==> config.mk <==
export PLATFORM = sky130hd
export DESIGN_NAME = fcs_regs
export DESIGN_NICKNAME = d
export VERILOG_FILES = /design/src/hw/fcs_pkg.sv /design/src/hw/fcs_regs.sv
export VERILOG_INCLUDE_DIRS = /design/src /design/src/hw
export SDC_FILE = /design/constraint.sdc
export NUM_CORES = 1
export LEC_CHECK = 0
export ABC_AREA = 1
export BUFFER_PORTS_ARGS = -buffer_cell sky130_fd_sc_hd__buf_2
export CORE_MARGIN = 8
export CORE_UTILIZATION = 33
export CTS_CLUSTER_SIZE = 12
export DETAILED_ROUTE_END_ITERATION = 12
export PLACE_DENSITY = 0.52
export SYNTH_ARGS = -nofsm -noshare
export SYNTH_HDL_FRONTEND = slang
export SYNTH_SLANG_ARGS = --single-unit
==> constraint.sdc <==
create_clock -name pclk -period 1.66 [get_ports pclk]
set_clock_uncertainty 0.2 [all_clocks]
set_input_delay 0.166 -clock pclk [delete_from_list [all_inputs] [get_ports pclk]]
set_output_delay 0.166 -clock pclk [all_outputs]
set_load 0.02 [all_outputs]
==> src/hw/fcs_defs.svh <==
// register indices, field positions, reset values and timing figures of the flash register bank
`ifndef FCS_DEFS_SVH
`define FCS_DEFS_SVH

// ----------------------------------------------------------------
// register indices (byte address is four times the index)
// ----------------------------------------------------------------
`define FCS_IDX_TIMING_DIVIDER 4'h0
`define FCS_IDX_SECURITY_STATE 4'h1
`define FCS_IDX_FACTORY_TEST 4'h2
`define FCS_IDX_MODULE_CONFIG 4'h3
`define FCS_IDX_SECTOR_PROT 4'h4
`define FCS_IDX_COMMAND_STATUS 4'h5
`define FCS_IDX_COMMAND_CODE 4'h6
`define FCS_IDX_NV_CONTROL 4'h7
`define FCS_IDX_ADDR_HIGH 4'h8
`define FCS_IDX_ADDR_LOW 4'h9
`define FCS_IDX_DATA_HIGH 4'hA
`define FCS_IDX_DATA_LOW 4'hB
`define FCS_IDX_BANKED_FIRST 4'h4
`define FCS_IDX_BANKED_LAST 4'hB

// ----------------------------------------------------------------
// field positions
// ----------------------------------------------------------------
`define FCS_DIV_LOADED_BIT 7
`define FCS_DIV_PRESCALE_BIT 6
`define FCS_SEC_KEY_HI 7
`define FCS_SEC_KEY_LO 6
`define FCS_SEC_FIELD_HI 1
`define FCS_SEC_FIELD_LO 0
`define FCS_CFG_CMD_EMPTY_IE_BIT 7
`define FCS_CFG_CMD_DONE_IE_BIT 6
`define FCS_CFG_KEY_ACCESS_BIT 5
`define FCS_CFG_BANK_BIT 0

// ----------------------------------------------------------------
// codes and reset values
// ----------------------------------------------------------------
`define FCS_KEY_ENABLED 2'h2
`define FCS_SEC_UNSECURED 2'h2
`define FCS_SECURITY_RESET 8'hFF
`define FCS_PROT_RESET 8'hFF
`define FCS_PRESCALE_LAST 3'h7
`define FCS_MAX_RATIO 10'h200

// ----------------------------------------------------------------
// timing
// ----------------------------------------------------------------
`define FCS_PCLK_PERIOD_NS 100

`endif

==> src/hw/fcs_pkg.sv <==
// types of the flash register bank
package fcs_pkg;

   // ----------------------------------------------------------------
   // whole state of the register bank
   // ----------------------------------------------------------------
   typedef struct packed {
      logic [2:0] osc_sync;
      logic osc_level;
      logic [2:0] pre_cnt;
      logic [5:0] div_cnt;
      logic tick;
      logic divider_loaded_flag;
      logic prescale_by_eight;
      logic [5:0] divider_value;
      logic load_done;
      logic [7:0] security_state;
      logic cmd_empty_ie;
      logic cmd_done_ie;
      logic key_write_access;
      logic bank_select;
      logic [1:0][7:0] sector_protection;
      logic [1:0][7:0] command_code;
      logic [31:0] prdata;
   } fcs_state_t;

endpackage

==> src/hw/fcs_regs.sv <==
// flash clock divider, security and configuration register bank behind an APB slave
`timescale 1ns/1ps
`include "fcs_defs.svh"

// Function
// (RQ1) divider loaded flag reads 0 until first divider write, then 1; never writable
// (RQ2) divider register fully readable; low seven bits take only the first write
// (RQ3) prescale bit 0 feeds oscillator straight in; 1 divides it by eight first
// (RQ4) software picks prescale and divider for a 150 to 200 kHz timing clock
// (RQ5) total division ratio reaches at most 512
// (RQ6) divider register is one unbanked copy and times program and erase
// (RQ7) security register is one unbanked, readable copy; writes do nothing
// (RQ8) security register loads from the non-volatile byte during reset sequence
// (RQ9) backdoor key access enabled only for key field value 10
// (RQ10) security field value 10 means unsecured; every other value means secured
// (RQ11) successful backdoor unlock forces security field to 10
// (RQ12) software leaves the four reserved non-volatile security bits erased at 1
// (RQ13) value 01 is the preferred, not mandatory, disable and secure code
// (RQ14) registers at indices 4 to B exist once per block, chosen by bank select; only 4 and 6 are implemented, banked, the rest read 0
// (RQ15) key write access bit writable only while backdoor key access is enabled
// (RQ16) division ratio is prescale factor times divider value plus one
module fcs_regs #(
   parameter int ADDR_W = 8
) (
   input wire logic pclk, // bus clock, 10 MHz
   input wire logic presetn, // asynchronous reset, active low
   input wire logic psel, // apb select
   input wire logic penable, // apb access phase
   input wire logic pwrite, // apb direction, 1 = write
   input wire logic [ADDR_W-1:0] paddr, // apb byte address
   input wire logic [31:0] pwdata, // apb write data
   output logic [31:0] prdata, // apb read data
   output logic pready, // apb ready
   output logic pslverr, // apb error on misaligned address or index above F
   input wire logic osc_clk, // oscillator clock, sampled as a pin
   input wire logic [7:0] nv_security_byte, // non-volatile security byte
   input wire logic backdoor_unlock, // pulse: backdoor key compare passed
   output logic flash_timing_tick, // one pulse per flash timing clock period
   output logic divider_loaded, // divider has been written since reset
   output logic backdoor_enabled, // backdoor key access allowed
   output logic security_unsecured, // module is unsecured
   output logic key_write_access, // array writes are backdoor keys
   output logic cmd_empty_irq_en, // command buffer empty interrupt enable
   output logic cmd_done_irq_en, // command complete interrupt enable
   output logic bank_select // active banked register copy
);

   fcs_pkg::fcs_state_t cur;
   fcs_pkg::fcs_state_t next_cur;

   logic bad_addr;
   logic [3:0] idx;
   logic setup_phase;
   logic access_wr;
   logic wr_divider;
   logic wr_security;
   logic wr_config;
   logic wr_prot;
   logic wr_cmd;
   logic key_on;
   logic osc_edge;
   logic pre_done;
   logic [7:0] rd_byte;

   // ----------------------------------------------------------------
   // address decode
   // ----------------------------------------------------------------
   assign idx = paddr[5:2];
   assign bad_addr = (paddr[1:0] != 2'h0) || (paddr[ADDR_W-1:6] != '0);
   assign setup_phase = psel && !penable;
   assign access_wr = psel && penable && pwrite && !bad_addr;
   // (RQ6) unbanked divider decode
   assign wr_divider = access_wr && (idx == `FCS_IDX_TIMING_DIVIDER);
   assign wr_security = access_wr && (idx == `FCS_IDX_SECURITY_STATE);
   assign wr_config = access_wr && (idx == `FCS_IDX_MODULE_CONFIG);
   assign wr_prot = access_wr && (idx == `FCS_IDX_SECTOR_PROT);
   assign wr_cmd = access_wr && (idx == `FCS_IDX_COMMAND_CODE);

   // read data is latched in setup, so the access phase never waits
   assign pready = 1'b1;
   assign pslverr = psel && penable && bad_addr;
   assign prdata = cur.prdata;

   // (RQ9) key field decode
   assign key_on = (cur.security_state[`FCS_SEC_KEY_HI:`FCS_SEC_KEY_LO] == `FCS_KEY_ENABLED);

   // ----------------------------------------------------------------
   // oscillator edge, counted once second and third stage agree
   // ----------------------------------------------------------------
   logic next_level;
   always_comb
   begin
      next_level = cur.osc_level;
      if (cur.osc_sync[1] == cur.osc_sync[2])
      begin
         next_level = cur.osc_sync[2];
      end
   end
   assign osc_edge = next_level && !cur.osc_level;
   // (RQ3) prescale selects direct feed or divide by eight
   assign pre_done = !cur.prescale_by_eight || (cur.pre_cnt == `FCS_PRESCALE_LAST);

   // ----------------------------------------------------------------
   // read mux
   // ----------------------------------------------------------------
   always_comb
   begin
      rd_byte = 8'h00;
      unique case (idx)
         `FCS_IDX_TIMING_DIVIDER:
         begin
            rd_byte = {cur.divider_loaded_flag, cur.prescale_by_eight, cur.divider_value};
         end
         // (RQ7) readable, no write path
         `FCS_IDX_SECURITY_STATE:
         begin
            rd_byte = cur.security_state;
         end
         `FCS_IDX_MODULE_CONFIG:
         begin
            rd_byte = {cur.cmd_empty_ie, cur.cmd_done_ie, cur.key_write_access, 4'h0,
               cur.bank_select};
         end
         // (RQ14) banked copies picked by bank select
         `FCS_IDX_SECTOR_PROT:
         begin
            rd_byte = cur.sector_protection[cur.bank_select];
         end
         `FCS_IDX_COMMAND_CODE:
         begin
            rd_byte = cur.command_code[cur.bank_select];
         end
         default:
         begin
            rd_byte = 8'h00;
         end
      endcase
   end

   // ----------------------------------------------------------------
   // next state
   // ----------------------------------------------------------------
   always_comb
   begin
      next_cur = cur;
      next_cur.osc_sync = {cur.osc_sync[1:0], osc_clk};
      next_cur.osc_level = next_level;
      next_cur.tick = 1'b0;

      // (RQ5) at most 8 x 64 = 512 osc edges per tick
      // (RQ16) ratio is prescale times divider plus one
      if (cur.divider_loaded_flag && osc_edge)
      begin
         next_cur.pre_cnt = pre_done ? 3'h0 : cur.pre_cnt + 3'h1;
         if (pre_done)
         begin
            if (cur.div_cnt == cur.divider_value)
            begin
               next_cur.div_cnt = 6'h00;
               next_cur.tick = 1'b1;
            end
            else
            begin
               next_cur.div_cnt = cur.div_cnt + 6'h01;
            end
         end
      end

      // (RQ1) flag only set by the first write
      // (RQ2) low seven bits are write once
      if (wr_divider && !cur.divider_loaded_flag)
      begin
         next_cur.divider_loaded_flag = 1'b1;
         next_cur.prescale_by_eight = pwdata[`FCS_DIV_PRESCALE_BIT];
         next_cur.divider_value = pwdata[5:0];
         next_cur.pre_cnt = 3'h0;
         next_cur.div_cnt = 6'h00;
      end

      // (RQ8) one-time load of the security byte after reset release
      if (!cur.load_done)
      begin
         next_cur.load_done = 1'b1;
         next_cur.security_state = nv_security_byte;
      end
      // (RQ11) unlock forces the field to unsecured
      else if (backdoor_unlock)
      begin
         next_cur.security_state[`FCS_SEC_FIELD_HI:`FCS_SEC_FIELD_LO] = `FCS_SEC_UNSECURED;
      end

      if (wr_config)
      begin
         next_cur.cmd_empty_ie = pwdata[`FCS_CFG_CMD_EMPTY_IE_BIT];
         next_cur.cmd_done_ie = pwdata[`FCS_CFG_CMD_DONE_IE_BIT];
         next_cur.bank_select = pwdata[`FCS_CFG_BANK_BIT];
         // (RQ15) key access gated by key enable
         if (key_on)
         begin
            next_cur.key_write_access = pwdata[`FCS_CFG_KEY_ACCESS_BIT];
         end
      end

      // (RQ14) write lands in the selected bank only
      if (wr_prot)
      begin
         next_cur.sector_protection[cur.bank_select] = pwdata[7:0];
      end
      if (wr_cmd)
      begin
         next_cur.command_code[cur.bank_select] = pwdata[7:0];
      end

      if (setup_phase)
      begin
         next_cur.prdata = {24'h000000, bad_addr ? 8'h00 : rd_byte};
      end
   end

   // ----------------------------------------------------------------
   // state register
   // ----------------------------------------------------------------
   always_ff @(posedge pclk or negedge presetn)
   begin
      if (!presetn)
      begin
         cur <= '0;
         cur.security_state <= `FCS_SECURITY_RESET;
         cur.sector_protection <= {`FCS_PROT_RESET, `FCS_PROT_RESET};
      end
      else
      begin
         cur <= next_cur;
      end
   end

   assign flash_timing_tick = cur.tick;
   assign divider_loaded = cur.divider_loaded_flag;
   assign backdoor_enabled = key_on;
   // (RQ10) only 10 reads as unsecured
   assign security_unsecured =
      (cur.security_state[`FCS_SEC_FIELD_HI:`FCS_SEC_FIELD_LO] == `FCS_SEC_UNSECURED);
   assign key_write_access = cur.key_write_access;
   assign cmd_empty_irq_en = cur.cmd_empty_ie;
   assign cmd_done_irq_en = cur.cmd_done_ie;
   assign bank_select = cur.bank_select;

   // ----------------------------------------------------------------
   // checks
   // ----------------------------------------------------------------
   // filtered osc edges since the last tick; an ignored divider write
   // must not restart it, or the ratio checks would see a short count
   logic [9:0] edges_since_tick;
   always_ff @(posedge pclk or negedge presetn)
   begin
      if (!presetn)
      begin
         edges_since_tick <= 10'h000;
      end
      else if (wr_divider && !cur.divider_loaded_flag)
      begin
         edges_since_tick <= 10'h000;
      end
      else if (cur.tick)
      begin
         edges_since_tick <= osc_edge ? 10'h001 : 10'h000;
      end
      else if (osc_edge && edges_since_tick != 10'h3FF)
      begin
         edges_since_tick <= edges_since_tick + 10'h001;
      end
   end

   chk_loaded_rise: assert property (@(posedge pclk) disable iff (!presetn) // RQ1
      $rose(cur.divider_loaded_flag) |-> $past(wr_divider))
      else $error("divider loaded flag rose without a divider write");
   chk_loaded_set: assert property (@(posedge pclk) disable iff (!presetn) // RQ1
      wr_divider |=> cur.divider_loaded_flag ##1 cur.divider_loaded_flag)
      else $error("divider loaded flag not set after write");
   chk_div_once: assert property (@(posedge pclk) disable iff (!presetn) // RQ2
      (wr_divider && cur.divider_loaded_flag) |=>
         $stable({cur.prescale_by_eight, cur.divider_value}))
      else $error("divider field changed on a second write");
   chk_direct_feed: assert property (@(posedge pclk) disable iff (!presetn) // RQ3
      (cur.divider_loaded_flag && !cur.prescale_by_eight && osc_edge && !wr_divider
         && cur.div_cnt == cur.divider_value) |=> cur.tick)
      else $error("direct feed missed its tick");
   chk_ratio_bound: assert property (@(posedge pclk) disable iff (!presetn) // RQ5
      cur.tick |-> edges_since_tick <= `FCS_MAX_RATIO)
      else $error("division ratio above 512");
   chk_sec_ro: assert property (@(posedge pclk) disable iff (!presetn) // RQ7
      (wr_security && cur.load_done && !backdoor_unlock) |=> $stable(cur.security_state))
      else $error("security register changed on write");
   chk_nv_load: assert property (@(posedge pclk) disable iff (!presetn) // RQ8
      !cur.load_done |=> cur.load_done && cur.security_state == $past(nv_security_byte))
      else $error("security byte not loaded after reset");
   chk_key_decode: assert property (@(posedge pclk) disable iff (!presetn) // RQ9
      backdoor_enabled |-> cur.security_state[7:6] == 2'h2)
      else $error("backdoor enabled for wrong key code");
   chk_unlock_force: assert property (@(posedge pclk) disable iff (!presetn) // RQ11
      (backdoor_unlock && cur.load_done) |=> security_unsecured)
      else $error("unlock did not unsecure");
   chk_unsecured_code: assert property (@(posedge pclk) disable iff (!presetn) // RQ10
      security_unsecured |-> cur.security_state[1:0] == 2'h2)
      else $error("unsecured reported for wrong code");
   chk_key_write_access_gate: assert property (@(posedge pclk) disable iff (!presetn) // RQ15
      (wr_config && !key_on) |=> $stable(cur.key_write_access))
      else $error("key access written while disabled");
   chk_bank_copy: assert property (@(posedge pclk) disable iff (!presetn) // RQ14
      (wr_prot && !cur.bank_select) |=> $stable(cur.sector_protection[1]))
      else $error("unselected bank copy changed");

   // ----------------------------------------------------------------
   // checks: timing chain
   // ----------------------------------------------------------------
   chk_loaded_hold: assert property (@(posedge pclk) disable iff (!presetn) // RQ1
      cur.divider_loaded_flag |=> cur.divider_loaded_flag)
      else $error("divider loaded flag dropped");
   chk_div_first: assert property (@(posedge pclk) disable iff (!presetn) // RQ2
      (wr_divider && !cur.divider_loaded_flag) |=>
         {cur.prescale_by_eight, cur.divider_value} == $past(pwdata[6:0]))
      else $error("first divider write not taken");
   chk_count_restart: assert property (@(posedge pclk) disable iff (!presetn) // RQ3
      (wr_divider && !cur.divider_loaded_flag) |=>
         cur.pre_cnt == 3'h0 && cur.div_cnt == 6'h00)
      else $error("counters not restarted by first divider write");
   chk_pre_idle: assert property (@(posedge pclk) disable iff (!presetn) // RQ3
      !cur.prescale_by_eight |-> cur.pre_cnt == 3'h0)
      else $error("prescaler counted while bypassed");
   chk_prescale_hold: assert property (@(posedge pclk) disable iff (!presetn) // RQ3
      (cur.divider_loaded_flag && cur.prescale_by_eight && osc_edge
         && cur.pre_cnt != `FCS_PRESCALE_LAST) |=> $stable(cur.div_cnt) && !cur.tick)
      else $error("divider advanced before eighth edge");
   chk_prescale_wrap: assert property (@(posedge pclk) disable iff (!presetn) // RQ3
      (cur.divider_loaded_flag && cur.prescale_by_eight && osc_edge
         && cur.pre_cnt == `FCS_PRESCALE_LAST) |=> cur.pre_cnt == 3'h0)
      else $error("prescaler did not wrap after eight edges");
   chk_div_cap: assert property (@(posedge pclk) disable iff (!presetn) // RQ5
      cur.div_cnt <= cur.divider_value)
      else $error("divider count beyond its end value");
   chk_ratio_exact: assert property (@(posedge pclk) disable iff (!presetn) // RQ16
      cur.tick |-> edges_since_tick ==
         (cur.prescale_by_eight ? 10'h008 : 10'h001) * ({4'h0, cur.divider_value} + 10'h001))
      else $error("tick period differs from programmed ratio");
   chk_tick_pulse: assert property (@(posedge pclk) disable iff (!presetn) // RQ6
      cur.tick |=> !cur.tick)
      else $error("timing tick longer than one cycle");
   chk_idle_unloaded: assert property (@(posedge pclk) disable iff (!presetn) // RQ6
      !cur.divider_loaded_flag |-> !cur.tick)
      else $error("timing tick before divider was written");

   // ----------------------------------------------------------------
   // checks: security, configuration and banks
   // ----------------------------------------------------------------
   chk_unlock_keep: assert property (@(posedge pclk) disable iff (!presetn) // RQ11
      (backdoor_unlock && cur.load_done) |=>
         cur.security_state[7:2] == $past(cur.security_state[7:2]))
      else $error("unlock touched bits outside the security field");
   chk_key_write_access_take: assert property (@(posedge pclk) disable iff (!presetn) // RQ15
      (wr_config && key_on) |=>
         cur.key_write_access == $past(pwdata[`FCS_CFG_KEY_ACCESS_BIT]))
      else $error("key access write lost while enabled");
   chk_bank_take: assert property (@(posedge pclk) disable iff (!presetn) // RQ14
      wr_config |=> cur.bank_select == $past(pwdata[`FCS_CFG_BANK_BIT]))
      else $error("bank select not taken from config write");
   chk_prot_keep: assert property (@(posedge pclk) disable iff (!presetn) // RQ14
      (wr_prot && cur.bank_select) |=> $stable(cur.sector_protection[0]))
      else $error("protection copy of bank zero changed");
   chk_cmd_keep: assert property (@(posedge pclk) disable iff (!presetn) // RQ14
      (wr_cmd && cur.bank_select) |=> $stable(cur.command_code[0]))
      else $error("command copy of bank zero changed");

endmodule

==> results.ini, run 1 <==
[timing]
timing.final.ws_setup_ns = 0.0823
setup_viol = 0
whs_ns = 0.0163
rsz0062_at_grt = true
relSlewSlack_pct = 64.3
slew_violations = 0
min_period_ns = 1.58
period_share_pct = 95.0
fmax_mhz = 634
finalHoldViolations = 0
worst_pin_slew_ns = 0.536

[place]
port_buffers = 47
place_ws_ns = 0.0878
dp_hpwl_um = 6710
dpl_cell_area_um2 = 4200
gp_congestion = 0.764

[finish]
fill_cells = 1191
diodes = 0
design_area_um2 = 4790
syn2layout_area_growth_pct = 21.8
drive_above_1_share_pct = 21.4
final_util_pct = 40.6
nNetsFinal = 614

[floorplan]
rows = 40
start_util_pct = 33.3
die_h_um = 125
die_area_um2 = 15700
io-pin-count = 97
core_area_um2 = 11800
die_w_um = 125

[grt]
grt.total_usage_pct = 12.6
gr-total-overflow = 0
grt_pass1_wl_um = 15800
grt_pass1_vias = 3058
grt_antenna_before_repair = 0
grt_max_degree = 43

[pwr]
power.leakage_nw = 2.49
finalPower_w = 0.00513
powerDensity_nw_per_um2 = 1070
ir_worst_vdd_mv = 0.420

[setup_path]
worstPathRequired_ns = 1.67
cp.arrival_ns = 1.59
crit_top_cell = nand2_1
max_stage_delay_ns = 0.54
path_cells = dlygate4sd3_1, buf_2, nor2_2, nand2_1, nor2_1, nand2_2, buf_12, nand2_1, o21ai_1
worstSetupPathType = input port to flip-flop
start_kind = input port
path_delay_family = buffers and inverters
cp_slowest_cell = dlygate4sd3_1
endpoint_kind = flip-flop
path_buf_inv = 3
crit_fanout = 24

[clock_tree]
clock_sinks = 75
clockRootBuffer = clkbuf_16
cts_tree = built
h-tree-depth = 3
clk_latency_ns = 0.34
numCtsBuffers = 9
clock_path_buffers = 2
path_clk_slew_ns = 0.06

[synth]
synthFlopType = dfrtp_1
ys_warn_count = 0
synth_seq_area_share_pct = 48.5
yosysMostFrequentCell = nand2_1
syn-instance-count = 486
async_flop_share_pct = 100
ys_ff_latch = 75
netlist_area_um2 = 3930
synth.avg_cell_area_um2 = 8.09
synth_top_area_share_pct = 32.5
synth_common_cells = nand2_1, dfrtp_1, o21ai_1
synth_top_cell_by_area = dfrtp_1
yosysUniqueCellTypes = 28
synthTopCellsByArea = dfrtp_1, nand2_1, dfstp_2
synth-edff-count = 0

[routing]
remaining_drc_errors = 0
firstDrtPassIters = 5
vias = 3205
drt_iter0_markers = 265
viasPerCell = 4.53
antenna_left = 0
wl_per_cell_um = 13.4
wl_um = 9470

[run_status]
status = finished, final reports clean

[run]
drv_cap = 0

[worst_hold_path]
hold_class = input port to flip-flop

==> placed cells by master, fill, tap and decap left out, types with 2 or more instances in the layout <==
cell	n
ha_1	3
bufinv_16	4
nand2_1	182
a21oi_1	2
o21ai_1	48
nor2_1	24
clkbuf_16	9
conb_1	26
xor2_1	4
dlygate4sd3_1	18
o21ai_0	6
buf_4	11
buf_12	2
dfrtp_1	51
nand3_4	4
dfstp_2	24
nor2_2	3
nor2_8	3
buf_2	47
nand2_2	2
nor3_1	3
inv_1	33
inv_2	6
nand3_1	35
==> sequential cells by signal, summed over array words and instances, names as in the netlist <==
name               count
cur                   61
bank_select            1
flash_timing_tick      1
prdata                 8
cmd_empty_irq_en       1
key_write_access       1
divider_loaded         1
cmd_done_irq_en        1
==> repair_timing <==
item / CTS / global route
setup buffers: 0 / 2
resized for setup: 0 / 2
setup endpoints to repair: 0 / 31
hold endpoints to repair: 97 / 0
hold buffers: 18 / 0
==> path summary, 6_finish.rpt <==
kind / cells past startpoint / end / slack [ns] / start
worst min register to register: 0 / cur[97] / 0.15 / cur[96]
max in group asynchronous: 3 / cur[55] / 0.60 / presetn
worst max register to register: 5 / cur[92] / 0.08 / cur[92]
worst max-delay path: 9 / cur[82] / 0.08 / paddr[4]
worst min-delay path: 4 / key_write_access / 0.02 / paddr[5]
min in group asynchronous: 3 / cur[96] / 0.22 / presetn
==> stage by stage <==
step           setup TNS [ns]  instances
2_1_floorplan               0        510
3_3_place_gp                0        672
3_5_place_dp                0        672
4_1_cts                     0        706
5_1_grt              -0.00578        708
6_report                    0        708
==> logic make-up (layout without fill, tap and decap cells) <==
group / after synthesis / in the layout / synth area share [%]
compound gates: 58 / 58 / 7.54
flops: 75 / 75 / 48.5
simple gates: 260 / 260 / 29.3
other cells: 2 / 26 / 0.191
fa+ha+maj: 4 / 4 / 1.21
xor+xnor: 4 / 4 / 0.891
buf+inv: 83 / 134 / 12.4
==> per-layer routing <==
| metal | routed length [um] | share of wire, % | vias up | track usage [%] |
|---|---|---|---|---|
| li1 | - | - | 1620 | - |
| met1 | 4450 | 47 | 1484 | 16.1 |
| met2 | 4250 | 45 | 88 | 19.4 |
| met3 | 587 | 6.2 | 13 | 3.36 |
| met4 | 178 | 1.9 | 0 | 5.80 |
| met5 | 0 | 0 | - | 0 |
==> cell type report <==
| cell class | count | area, um2 | area share [%] |
|---|---|---|---|
| Clock buffer | 10 | 239 | 4.99 |
| Sequential cell | 75 | 1910 | 39.8 |
| Inverter | 40 | 150 | 3.13 |
| Multi-Input combinational cell | 352 | 1640 | 34.1 |
| Clock inverter | 6 | 136 | 2.85 |
| Tap cell | 147 | 184 | 3.84 |
| Timing Repair Buffer | 78 | 538 | 11.2 |
==> power by group <==
group | internal, W | total, W | switching (W)
registers | 0.00195 | 0.00207 | 0.000122
logic | 0.000236 | 0.000625 | 0.000389
clock network | 0.00166 | 0.00244 | 0.000774
total | 0.00385 | 0.00513 | 0.00129
==> tightest hold or removal path, stage by stage <==
cell and delay [ns]:
buf_2 0.12, nor3_1 0.07, nand3_1 0.09, o21ai_0 0.07
No activity file was read; power rests on OpenSTA's default activity.
==> run 2, diff against run 1 <==
RECOVER_POWER = 25   (was default)
==> run 2 against run 1 <==
Die area stayed put; first-iteration DRC count is 8.3% higher; cell area down 0.13%; routed wire length rose by 0.22%; setup slack barely moved; sequential cell count did not move; clock power about the same; worst hold slack got worse by 0.00086 ns; utilization is 0.053 points lower.
==> results.ini, run 2 (synthesized netlist as in run 1, its figures left out) <==
[run_status]
status = finished, final reports clean

[floorplan]
start_util_pct = 33.3
die_h_um = 125
io-pin-count = 97
die_w_um = 125
die_area_um2 = 15700
rows = 40
core_area_um2 = 11800

[setup_path]
startpoint = cur[75]
endpoint_kind = output port
worstSetupPathType = flip-flop to output port
start_kind = flip-flop
cp.arrival_ns = 1.21
worstPathRequired_ns = 1.29
r2r_start = cur[92]
crit_fanout = 3

[timing]
setup_viol = 0
fmax_mhz = 634
setup-tns-final_ns = 0
period_share_pct = 95.0
slew_violations = 0
whs_ns = 0.0154
relSlewSlack_pct = 37.1
worst_pin_slew_ns = 0.944
min_period_ns = 1.58
finalHoldViolations = 0
rsz0062_at_grt = true

[grt]
grt_antenna_before_repair = 0
grt.total_usage_pct = 12.6
grt_pass1_wl_um = 15800
grt_pass1_vias = 3058
grt_max_degree = 43
gr-total-overflow = 0

[clock_tree]
path_clk_slew_ns = 0.06
cts_tree = built
h-tree-depth = 3
numCtsBuffers = 9
clk_latency_ns = 0.34
clockRootBuffer = clkbuf_16
clock_sinks = 75
clock_path_buffers = 2

[finish]
largest_register_ffs = 61
nNetsFinal = 614
regMostFlops = cur
design_area_um2 = 4780
diodes = 0
syn2layout_area_growth_pct = 21.6
mostFrequentLayoutCell = nand2_1
final_cell_mix = nand2_1, dfrtp_1, o21ai_1
drive_above_1_share_pct = 21.2
final_util_pct = 40.5

[routing]
antenna_left = 0
wl_per_cell_um = 13.4
drt_iter0_markers = 287
viasPerCell = 4.50
vias = 3189
wl_um = 9490
firstDrtPassIters = 4
remaining_drc_errors = 0

[worst_hold_path]
hold_start = paddr[5]
hold_class = input port to flip-flop

[pwr]
ir_worst_vdd_mv = 0.420
power.leakage_nw = 2.48
powerDensity_nw_per_um2 = 1070

[place]
dpl_cell_area_um2 = 4200
port_buffers = 47
gp_congestion = 0.764
dp_hpwl_um = 6710

[run]
drv_cap = 0

[run 2: cell count changes in the layout (fill, tap and decap cells not counted)]
cell / previous run / this run
clkbuf_2: 0 / 1
clkbuf_1: 0 / 1
buf_4: 11 / 9
[run 2: per-stage QoR]
step	std cells	power, W	setup slack [ns]
finish	708	0.00513	0.0824
global route	708	0.00541	-0.00578
CTS	706	0.00521	0.0246
detailed placement	672	0.00269	0.0878
global placement	672	0.00268	0.123
floorplan	510	0.00253	0.113
[run 2: repair_timing]
item	in CTS	in global routing
setup endpoints to repair	0	31
hold buffers	18	0
buffers inserted	0	2
endpoints found under the hold margin	97	0
resized for setup	0	2
[run 2: final timing paths]
kind                                         end  slack, ns  cells after the start
worst max-delay path            backdoor_enabled       0.08                      3
worst min-delay path            key_write_access       0.02                      4
worst max register to register           cur[92]       0.09                      5
worst min register to register           cur[97]       0.15                      0
max in group asynchronous              prdata[1]       0.21                      3
min in group asynchronous                cur[96]       0.39                      3
[run 2: report_power, final]
| part | internal [W] | switching [W] | leakage [nW] |
|---|---|---|---|
| logic | 0.000234 | 0.000389 | 1.36 |
| registers | 0.00195 | 0.000122 | 0.938 |
| clock network | 0.00166 | 0.000772 | 0.179 |
| total | 0.00385 | 0.00128 | 2.48 |
[run 2: cell type report]
class	instances	area, um2
Sequential cell	75	1910
Inverter	40	150
Tap cell	147	184
Fill cell	1192	7030
Clock buffer	10	239
Multi-Input combinational cell	352	1640
Clock inverter	6	136
Timing Repair Buffer	78	532
[run 2: per-layer routing]
layer	wire length (um)	part of all wire (%)	global-route usage (%)	vias to the layer above
li1	-	-	-	1620
met1	4480	47	16.1	1466
met2	4270	45	19.4	91
met3	589	6.2	3.36	12
met4	150	1.6	5.80	0
met5	0	0	0	-
[run 2: critical path: stages (launching register included)]
cell and delay [ns]:
dfstp_2 0.51, inv_1 0.05, nor2_1 0.12, buf_2 0.19
